===== config.mk =====
export PLATFORM = sky130hd
export DESIGN_NAME = fsled_top
export DESIGN_NICKNAME = d
export VERILOG_FILES = /design/src/pkg/fsled_pkg.sv /design/src/core/fsled_top.sv
export VERILOG_INCLUDE_DIRS = /design/src /design/src/pkg
export SDC_FILE = /design/constraint.sdc
export NUM_CORES = 1
export LEC_CHECK = 0
export BUFFER_PORTS_ARGS = -buffer_cell sky130_fd_sc_hd__buf_2
export CELL_PAD_IN_SITES_DETAIL_PLACEMENT = 0
export CELL_PAD_IN_SITES_GLOBAL_PLACEMENT = 1
export CORE_ASPECT_RATIO = 1.4
export CORE_MARGIN = 3
export CORE_UTILIZATION = 40
export CTS_BUF_LIST = sky130_fd_sc_hd__clkbuf_4 sky130_fd_sc_hd__clkbuf_8
export CTS_CLUSTER_DIAMETER = 100
export DETAILED_ROUTE_END_ITERATION = 8
export GPL_TIMING_DRIVEN = 0
export PLACE_DENSITY = 0.7
export SLEW_MARGIN = 5
export SYNTH_ARGS = -nofsm -noshare
export SYNTH_HDL_FRONTEND = slang
export SYNTH_SLANG_ARGS = --single-unit

===== constraint.sdc =====
create_clock -name clk_i -period 3.7 [get_ports clk_i]
set_clock_uncertainty 0.15 [all_clocks]
set_input_delay 0.555 -clock clk_i [delete_from_list [all_inputs] [get_ports clk_i]]
set_output_delay 0.555 -clock clk_i [all_outputs]
set_load 0.02 [all_outputs]

===== src/pkg/fsled_map.svh =====
// Purpose: Constants for the status indicator driver.
// Assumes: 10 MHz system clock.
// Notes: Times are in milliseconds; cycle counts derive from them.
`ifndef FSLED_MAP_SVH
`define FSLED_MAP_SVH
`define FSLED_CLK_HZ 10000000
`define FSLED_FLASH_ON_MS 200
`define FSLED_FLASH_OFF_MS 200
`define FSLED_SINGLE_ON_MS 200
`define FSLED_SINGLE_OFF_MS 1000
`define FSLED_FLICK_ON_MS 50
`define FSLED_FLICK_OFF_MS 50
`define FSLED_MS_CYC(ms) (((ms) * (`FSLED_CLK_HZ / 1000)))
`define FSLED_ST_INIT 3'h1
`define FSLED_ST_PREOP 3'h2
`define FSLED_ST_BOOT 3'h3
`define FSLED_ST_SAFEOP 3'h4
`define FSLED_ST_OP 3'h5
`endif


===== src/pkg/fsled_pkg.sv =====
// Purpose: Types for the status indicator driver.
// Assumes: Nothing beyond the map header.
// Notes: The port struct groups the per-port link and activity inputs.
package fsled_pkg;
  typedef struct packed {
    logic link;
    logic act;
  } fsled_port_t;
  typedef enum logic [1:0] {
    FSLED_PH_IDLE = 2'h0,
    FSLED_PH_ON = 2'h1,
    FSLED_PH_OFF = 2'h3
  } fsled_phase_t;
endpackage

===== src/core/fsled_top.sv =====
// Purpose: Drives the two link/activity indicators and the run indicator.
// Assumes: Link, activity and state inputs are synchronous to clk_i.
// Notes: Pattern periods are parameters so a simulation can shorten them.
// Operation
// - Upstream indicator dark without incoming link.
// - Upstream indicator steady with idle link.
// - Upstream indicator flashes during traffic.
// - Downstream indicator dark without outgoing link.
// - Downstream indicator steady with idle link.
// - Downstream indicator flashes during traffic.
// - Run indicator dark in INIT.
// - Run indicator flashes in PREOP.
// - Run indicator single flash in SAFEOP.
// - Run indicator steady in OP.
// - Run indicator flickers in BOOTSTRAP.
`include "fsled_map.svh"
module fsled_top #(
  parameter int unsigned FLASH_ON_CYC = `FSLED_MS_CYC(`FSLED_FLASH_ON_MS),
  parameter int unsigned FLASH_OFF_CYC = `FSLED_MS_CYC(`FSLED_FLASH_OFF_MS),
  parameter int unsigned SINGLE_ON_CYC = `FSLED_MS_CYC(`FSLED_SINGLE_ON_MS),
  parameter int unsigned SINGLE_OFF_CYC = `FSLED_MS_CYC(`FSLED_SINGLE_OFF_MS),
  parameter int unsigned FLICK_ON_CYC = `FSLED_MS_CYC(`FSLED_FLICK_ON_MS),
  parameter int unsigned FLICK_OFF_CYC = `FSLED_MS_CYC(`FSLED_FLICK_OFF_MS)
) (
  // Clock and reset
  input wire logic clk_i,
  input wire logic nrst_i,
  // Port status from the physical layer
  input wire fsled_pkg::fsled_port_t upstream_port_i,
  input wire fsled_pkg::fsled_port_t downstream_port_i,
  // Slave state machine state code
  input wire logic [2:0] run_state_i,
  // Indicators, high means lit
  output logic upstream_link_activity_indicator_o,
  output logic downstream_link_activity_indicator_o,
  output logic run_indicator_o
);
  import fsled_pkg::*;

  localparam int CW = 24;

  // ----------------------------------------------------------------
  // Pattern generators
  // ----------------------------------------------------------------
  // Free-running generators time the run indicator; the link indicators use their own per-port sequencers.
  logic [CW-1:0] fl_cnt_r, fl_cnt_nxt, sg_cnt_r, sg_cnt_nxt, fk_cnt_r, fk_cnt_nxt;
  logic fl_on_r, fl_on_nxt, sg_on_r, sg_on_nxt, fk_on_r, fk_on_nxt;

  function automatic logic [CW:0] step(input logic [CW-1:0] cnt, input logic on,
                                       input int unsigned on_cyc, input int unsigned off_cyc);
    logic [CW-1:0] lim;
    lim = on ? CW'(on_cyc - 1) : CW'(off_cyc - 1);
    if (cnt >= lim) begin
      step = {~on, {CW{1'b0}}};
    end else begin
      step = {on, CW'(cnt + 1'b1)};
    end
  endfunction

  always_comb begin
    {fl_on_nxt, fl_cnt_nxt} = step(fl_cnt_r, fl_on_r, FLASH_ON_CYC, FLASH_OFF_CYC);
    {sg_on_nxt, sg_cnt_nxt} = step(sg_cnt_r, sg_on_r, SINGLE_ON_CYC, SINGLE_OFF_CYC);
    {fk_on_nxt, fk_cnt_nxt} = step(fk_cnt_r, fk_on_r, FLICK_ON_CYC, FLICK_OFF_CYC);
  end

  always_ff @(posedge clk_i or negedge nrst_i) begin
    if (!nrst_i) begin
      fl_cnt_r <= '0;
      sg_cnt_r <= '0;
      fk_cnt_r <= '0;
      fl_on_r <= 1'b1;
      sg_on_r <= 1'b1;
      fk_on_r <= 1'b1;
    end else begin
      fl_cnt_r <= fl_cnt_nxt;
      sg_cnt_r <= sg_cnt_nxt;
      fk_cnt_r <= fk_cnt_nxt;
      fl_on_r <= fl_on_nxt;
      sg_on_r <= sg_on_nxt;
      fk_on_r <= fk_on_nxt;
    end
  end

  // ----------------------------------------------------------------
  // Link/activity indicators
  // ----------------------------------------------------------------
  // Each port owns a flash sequencer: an activity pulse starts a full
  // on/off cycle that runs to completion while the link holds; any frames during a flash add one more flash at most.
  fsled_port_t prt [2];
  assign prt[0] = upstream_port_i;
  assign prt[1] = downstream_port_i;
  logic [1:0] led_r, led_nxt;

  for (genvar g = 0; g < 2; g++) begin : g_port
    fsled_phase_t ph_r, ph_nxt;
    logic [CW-1:0] c_r, c_nxt;
    logic pend_r, pend_nxt;
    logic lit_nxt;

    always_comb begin
      ph_nxt = ph_r;
      c_nxt = c_r;
      pend_nxt = pend_r | prt[g].act;
      case (ph_r)
        FSLED_PH_IDLE: begin
          if (pend_r || prt[g].act) begin
            ph_nxt = FSLED_PH_ON;
            c_nxt = '0;
            pend_nxt = 1'b0;
          end
        end
        FSLED_PH_ON: begin
          if (c_r >= CW'(FLASH_ON_CYC - 1)) begin
            ph_nxt = FSLED_PH_OFF;
            c_nxt = '0;
          end else begin
            c_nxt = CW'(c_r + 1'b1);
          end
        end
        FSLED_PH_OFF: begin
          if (c_r >= CW'(FLASH_OFF_CYC - 1)) begin
            ph_nxt = FSLED_PH_IDLE;
            c_nxt = '0;
          end else begin
            c_nxt = CW'(c_r + 1'b1);
          end
        end
        default: begin
          ph_nxt = FSLED_PH_IDLE;
          c_nxt = '0;
        end
      endcase
      // Losing the link drops any pending traffic display at once.
      if (!prt[g].link) begin
        ph_nxt = FSLED_PH_IDLE;
        c_nxt = '0;
        pend_nxt = 1'b0;
      end
      if (!prt[g].link) begin
        lit_nxt = 1'b0;
      end else if (ph_r == FSLED_PH_OFF) begin
        lit_nxt = 1'b0;
      end else begin
        lit_nxt = 1'b1;
      end
    end

    always_ff @(posedge clk_i or negedge nrst_i) begin
      if (!nrst_i) begin
        ph_r <= FSLED_PH_IDLE;
        c_r <= '0;
        pend_r <= 1'b0;
      end else begin
        ph_r <= ph_nxt;
        c_r <= c_nxt;
        pend_r <= pend_nxt;
      end
    end
  end

  // One driver for the whole vector, so neither port process owns a slice of it.
  assign led_nxt = {g_port[1].lit_nxt, g_port[0].lit_nxt};

  // ----------------------------------------------------------------
  // Run indicator
  // ----------------------------------------------------------------
  logic run_nxt, run_r;

  always_comb begin
    case (run_state_i)
      `FSLED_ST_INIT: run_nxt = 1'b0;
      `FSLED_ST_PREOP: run_nxt = fl_on_r;
      `FSLED_ST_SAFEOP: run_nxt = sg_on_r;
      `FSLED_ST_OP: run_nxt = 1'b1;
      `FSLED_ST_BOOT: run_nxt = fk_on_r;
      default: run_nxt = 1'b0;
    endcase
  end

  always_ff @(posedge clk_i or negedge nrst_i) begin
    if (!nrst_i) begin
      led_r <= 2'h0;
      run_r <= 1'b0;
    end else begin
      led_r <= led_nxt;
      run_r <= run_nxt;
    end
  end

  assign upstream_link_activity_indicator_o = led_r[0];
  assign downstream_link_activity_indicator_o = led_r[1];
  assign run_indicator_o = run_r;
endmodule


=== Yosys cells after proc, flatten, opt, wreduce, memory -nomap -nowiden ===
Cells that the tools add are included.
W data, S select, Z words.

* Register bits after elaboration: 132
* Bits in latches: 0
* Memory bits (writable): 0
* ROM bits: 0
* Bits of input ports: 9
* Output and inout port bits: 3
* Logic and storage cells: 84
* Memories: 0

* Add/subtract/negate cells: 5
* Multipliers: 0
* Div/mod/pow operators: 0
* Magnitude comparators: 5
* Eq/ne operators: 14
* Shift operators: 0
* Mux-type cells: 33
* Bitwise gates (word level): 5
* Reductions and logical operators: 8

{| class="wikitable"
|+ Operators by type and width
! cell !! count
|-
| $mux W24 || 10
|-
| $add A24 B1 Y24 const B || 5
|-
| $pmux W24 S2 || 2
|-
| $ge A24 B21 Y1 const B || 3
|-
| $ge A24 B19 Y1 const B || 1
|-
| $ge A24 B24 Y1 || 1
|-
| $ne A3 B3 Y1 const B || 6
|-
| $mux W2 || 8
|-
| $pmux W2 S3 || 2
|-
| $mux W1 || 10
|-
| $eq A3 B2 Y1 const B || 2
|-
| $eq A3 B3 Y1 const B || 2
|-
| $reduce_and A3 Y1 || 2
|-
| $eq A2 B1 Y1 const B || 2
|-
| $eq A2 B2 Y1 const B || 2
|-
| $logic_not A2 Y1 || 2
|-
| $pmux W1 S4 || 1
|-
| $reduce_or A2 Y1 || 2
|-
| $not A1 Y1 || 3
|-
| $logic_or A1 B1 Y1 || 2
|-
| $or A1 B1 Y1 || 2
|}

=== Depth between registers and ports, before layout ===
* Depth in word-level cells: 4
* Gate-level depth with buffers: 8
* Mapped depth without buffers: 7

=== Least setup slack after synthesis ===
OpenSTA, ideal clock, no wires.

* Path kind: reg-to-reg
* Start: reg sg_on_r
* End: reg sg_cnt_r[15]
* Library setup time: 0.121 ns
* Arrival time: 2.044 ns
* Path slack: 1.384 ns
* Cell stages (with the launch flop): 8
* Path buffers: 1
* Path through: dfstp_2 > inv_1 > ha_1 > nand4b_1 > or4_1 > o21ai_1 > buf_2 > nor2_1

* Longest elaborated chain between the ends: 3

{| class="wikitable"
|+ Ends and longest elaborated chain
! element !! line !! RTL
|-
| start, declared || fsled_top.sv:47 || <nowiki>logic fl_on_r, fl_on_nxt, sg_on_r, sg_on_nxt, fk_on_r, fk_on_nxt;</nowiki>
|-
| start signal, assigned || fsled_top.sv:79 || <nowiki>sg_on_r <= sg_on_nxt;</nowiki>
|-
| $mux W24 || fsled_top.sv:52 || <nowiki>lim = on ? CW'(on_cyc - 1) : CW'(off_cyc - 1);</nowiki>
|-
| $ge A24 B24 Y1 || fsled_top.sv:53 || <nowiki>if (cnt >= lim) begin</nowiki>
|-
| $mux W24 || fsled_top.sv:53 ||
|-
| via sg_cnt_nxt[15] || fsled_top.sv:46 || <nowiki>logic [CW-1:0] fl_cnt_r, fl_cnt_nxt, sg_cnt_r, sg_cnt_nxt, fk_cnt_r, fk_cnt_nxt;</nowiki>
|-
| end signal, assigned || fsled_top.sv:76 || <nowiki>sg_cnt_r <= sg_cnt_nxt;</nowiki>
|-
| end, declared || fsled_top.sv:46 ||
|}

The timed path passes the listed nets, and every way through them passes these cells.
A chain may end at the register's enable or synchronous reset.

=== Final worst setup path ===
* Start: reg sg_on_r
* End: reg sg_cnt_r[17]

The elaborated chain is that of the path after synthesis.

==> results by stage <==
Power and ir drop:
- Summed over all cells, the static leakage comes to between 0.003 and 0.004 uW.
- For this design the ratio of total power to cell area is 425 nW/um^2.
- The share of total power dissipated in sequential elements is 0.491.
- Summed over all nets, the switching power comes to 676 uW.
- The overall power of the completed layout is between 3000 and 4000 uW.
- The portion of total power attributed to the clock network is 0.459.
- VDD sags by at most 245 uV.
- Of the total power, combinational logic draws 0.050.
- The net switching share of the total power is 0.219.
- Internal power comes to roughly 2400 uW.

Clock tree:
- TritonCTS built the clock tree.
- The number of cells upsized or downsized after cts is 0.
- The latest clock arrival within the worst-skew pair is 0.44 ns.
- The number of clock sinks seen by CTS is 132.
- Buffers inserted during clock tree synthesis total 17.
- Clock-pin slew was measured on the worst setup and hold paths at 0.07 ns.
- The buffer cell driving the clock tree root is clkbuf_8.
- The number of hold buffers added after CTS was 1.
- The number of H-tree levels is 4.
- After clock tree synthesis, the setup repair step added 0 buffers.
- The maximum buffer depth of the clock tree is 2.

Place:
- The global placement routability congestion is just over 0.8.
- The placed standard-cell area is around 6800 sq um.
- In this run the tool buffered the top-level ports with 11 buffer cells.
- The post-detailed-placement half-perimeter wirelength is ~8.3 mm.

Yosys:
- The number of enable flip-flop cells after synthesis is 0.
- The adder-cell area share of the yosys netlist is 0.0194.
- After synthesis the netlist holds a flip-flop and latch count of between 100 and 150.
- The simple logic cell fraction of the synthesized area is 0.242.
- The proportion of register bits with asynchronous set or reset after synthesis is 1.00.
- After synthesis, the share of cell area in mux cells is 0.00330.
- The share of synthesized area in the top cell type comes to 0.501.
- The synthesized netlist contains 59 unique library cells.
- The Yosys step of the flow raised 0 warnings.
- After synthesis, the largest family of logic cells by area is simple AND/OR/NAND/NOR gates.
- The compound-gate portion of the synthesized area is 0.0766.
- Averaged over all synthesized cells, the footprint is a little under 10 sq um.
- After synthesis the cells add up to around 6400 sq um.
- By area the synthesized netlist is led by dfrtp_1, nor2_1, xor2_1.
- For this run, the register share of the synthesized area comes to 0.514.
- The cell count after synthesis came out at around 650.
- The cell type with the highest aggregate area in the netlist is dfrtp_1.
- Of the total synthesized cell area, the portion taken by XOR and XNOR cells is 0.122.
- The most used flip-flop cell after synthesis is dfrtp_1.

Cells and area:
- Once layout is done, the placed cells without fillers occupy approximately 7300 sq um.
- The final antenna diode count is 0.
- The share of the core filled with cells in the final layout is 0.464.
- The ratio of cells with drive above 1 in the final layout is 0.101.
- The final layout contains ~710 nets.
- From synthesis to final layout, the design area changed by 13.1%.

Flow run:
- The count of maximum capacitance violations is 0.

GRT:
- The number of antenna violations at the first check in global routing was 0.
- The largest net degree at the start of global routing is 83.
- In the global route stage, overall resource usage came out at 0.153.
- The number of global-route vias before repair is between 4000 and 5000.
- The first global-routing pass estimated 22.2 mm of wire.
- The overall overflow remaining after global route is 0.

STA:
- The number of setup violations in the final report is 0.
- Setup repair after global routing left no endpoint under its margin.
- The count of final max-slew check failures is 0.
- Summed over all failing endpoints, the final setup total negative slack is 0 ns.
- Static timing analysis puts the maximum clock frequency at approximately 0.38 GHz.
- Dividing the final minimum period by the clock period gives 0.717.
- The count of final hold-check violations is 0.
- The worst slew margin relative to its limit is 0.372.
- The slew at the pin closest to its max-slew limit is around 0.93 ns.
- The minimum clock period after layout is ~2.7 ns.

Critical path:
- The setup path with the least slack is of type reg -> reg.
- The required arrival time at the worst endpoint is slightly below 4 ns.
- The critical path data arrival time is about 2.8 ns.
- The maximum fanout encountered on the critical timing path is 10.
- The endpoint class of the critical path is a flop.
- The worst setup path is launched from a flop.

Die:
- The width of the die is approximately 110 microns.
- The floorplan step set the die height to around 160 microns.
- The boundary pin count is 12.
- The placement row count is between 50 and 60.
- The die covers between 15000 and 20000 sq um.
- The initial utilization of the core area, before any placement, comes to 0.411.
- The region available for standard cell placement spans approximately 16000 sq um.

Detailed routing:
- The number of detailed-route iterations in the first pass is 4.
- The detailed router finished its first iteration with around 160 violations.
- For this run, design rule violations remaining after detail routing come to 0.
- In the routed layout, each cell is associated on average with a via count of between 5 and 6.
- The detailed router placed ~4600 vias in this run.
- The detail route stage leaves a number of antenna-violating nets equal to 0.
- The routed wire length is ~12 mm.
- After detailed routing, the average wire length per cell comes to around 13 microns.

Outcome:
- The run finished with clean final reports.

Min path:
- The min-delay analysis places its worst path in the category in -> reg.
[layout make-up]
type / instances / area, sq um
flip-flops and latches: 132 / 3310
multi-input cells: 497 / 3020
well taps: 196 / 245
repair buffers: 13 / 98.8
clock buffers: 23 / 298
fillers: 1475 / 8400
clock inverters: 9 / 174
plain buffers: 15 / 75.1
inverters: 17 / 63.8
[cells in the final DEF, fill, tap and decap left out, types with 8 or more instances in the layout]
cell type,instances
and3_1,23
nor3_1,23
clkbuf_8,20
nor4_1,8
nand4_1,21
and2_1,9
xor2_1,46
nand2_1,44
a31oi_1,12
dfrtp_1,129
inv_1,17
a21oi_1,8
nand3_1,39
nor2_1,124
conb_1,8
ha_1,10
o21ai_0,10
buf_2,19
xnor2_1,44
[sequential cells by signal, summed over array words and instances, names as in the netlist]
register / cells
run_indicator_o: 1
fk_on_r: 1
g_port.ph_r: 4
led_r: 2
g_port.pend_r: 2
g_port.c_r: 48
fl_on_r: 1
fk_cnt_r: 24
sg_on_r: 1
fl_cnt_r: 24
sg_cnt_r: 24
[per-layer routing]
layer  GRT usage  vias to the layer above  wire length, microns
met5           0                        -                     0
met2       0.260                       33                  6120
li1            -                     2335                     -
met3      0.0357                       11                   274
met1       0.186                     2259                  5570
met4      0.0630                        0                   193
[worst paths after layout]
check	from	end	slack (ns)	cells after the start
worst max-delay path	sg_on_r	sg_cnt_r[17]	1.05	7
worst min-delay path	run_state_i[1]	run_indicator_o	0.17	2
worst max register to register	sg_on_r	sg_cnt_r[17]	1.05	7
worst min register to register	fl_cnt_r[0]	fl_cnt_r[0]	0.31	1
max in group asynchronous	nrst_i	fk_on_r	2.11	3
min in group asynchronous	nrst_i	sg_cnt_r[15]	0.48	2
[synth_stat cells (5+ instances only)]
library cell	number
nand4_1	21
nand2_1	44
o21ai_0	10
a31oi_1	12
xnor2_1	44
nor4_1	8
xor2_1	46
and4_1	5
dfrtp_1	129
buf_2	9
inv_1	17
nor2_1	124
nor3_1	23
and2_1	9
a21oi_1	8
nand3_1	39
o31ai_1	5
nor2b_1	5
ha_1	10
and3_1	23
[kinds of logic (layout without fill, tap and decap cells)]
kind of cell | Yosys count | in the layout
adder cells (fa/ha/maj) | 10 | 10
AND/OR/NAND/NOR | 320 | 320
multiplexers | 2 | 2
AO/OA/AOI/OAI | 67 | 67
other | 1 | 8
XOR/XNOR | 90 | 90
flip-flops | 132 | 132
buffers and inverters | 32 | 77
[worst max-delay path: stages, from the launching register on]
cell      delay [ns]
dfstp_2         0.60
inv_1           0.10
ha_1            0.32
nand4b_1        0.10
or4_1           0.41
o21ai_1         0.45
buf_2           0.33
nor2_1          0.07
[per-stage QoR]
stage	worst slack, ns	std cells	hold slack [ns]
after floorplan	1.38	661	0.109
after global placement	0.149	868	0.295
after detailed placement	1.03	869	0.308
after CTS	1.00	902	0.137
after global routing	0.831	902	0.151
final	1.05	902	0.172
[power by group through the flow]
stage / combinational, uW / clock [uW] / sequential, uW
final: 154 / 1420 / 1520
after global routing: 178 / 1530 / 1520
after CTS: 160 / 1470 / 1520
after detailed placement: 158 / 0 / 1550
after global placement: 150 / 0 / 1540
after floorplan: 84.2 / 0 / 1540
Power figures use the tool's default switching activity.
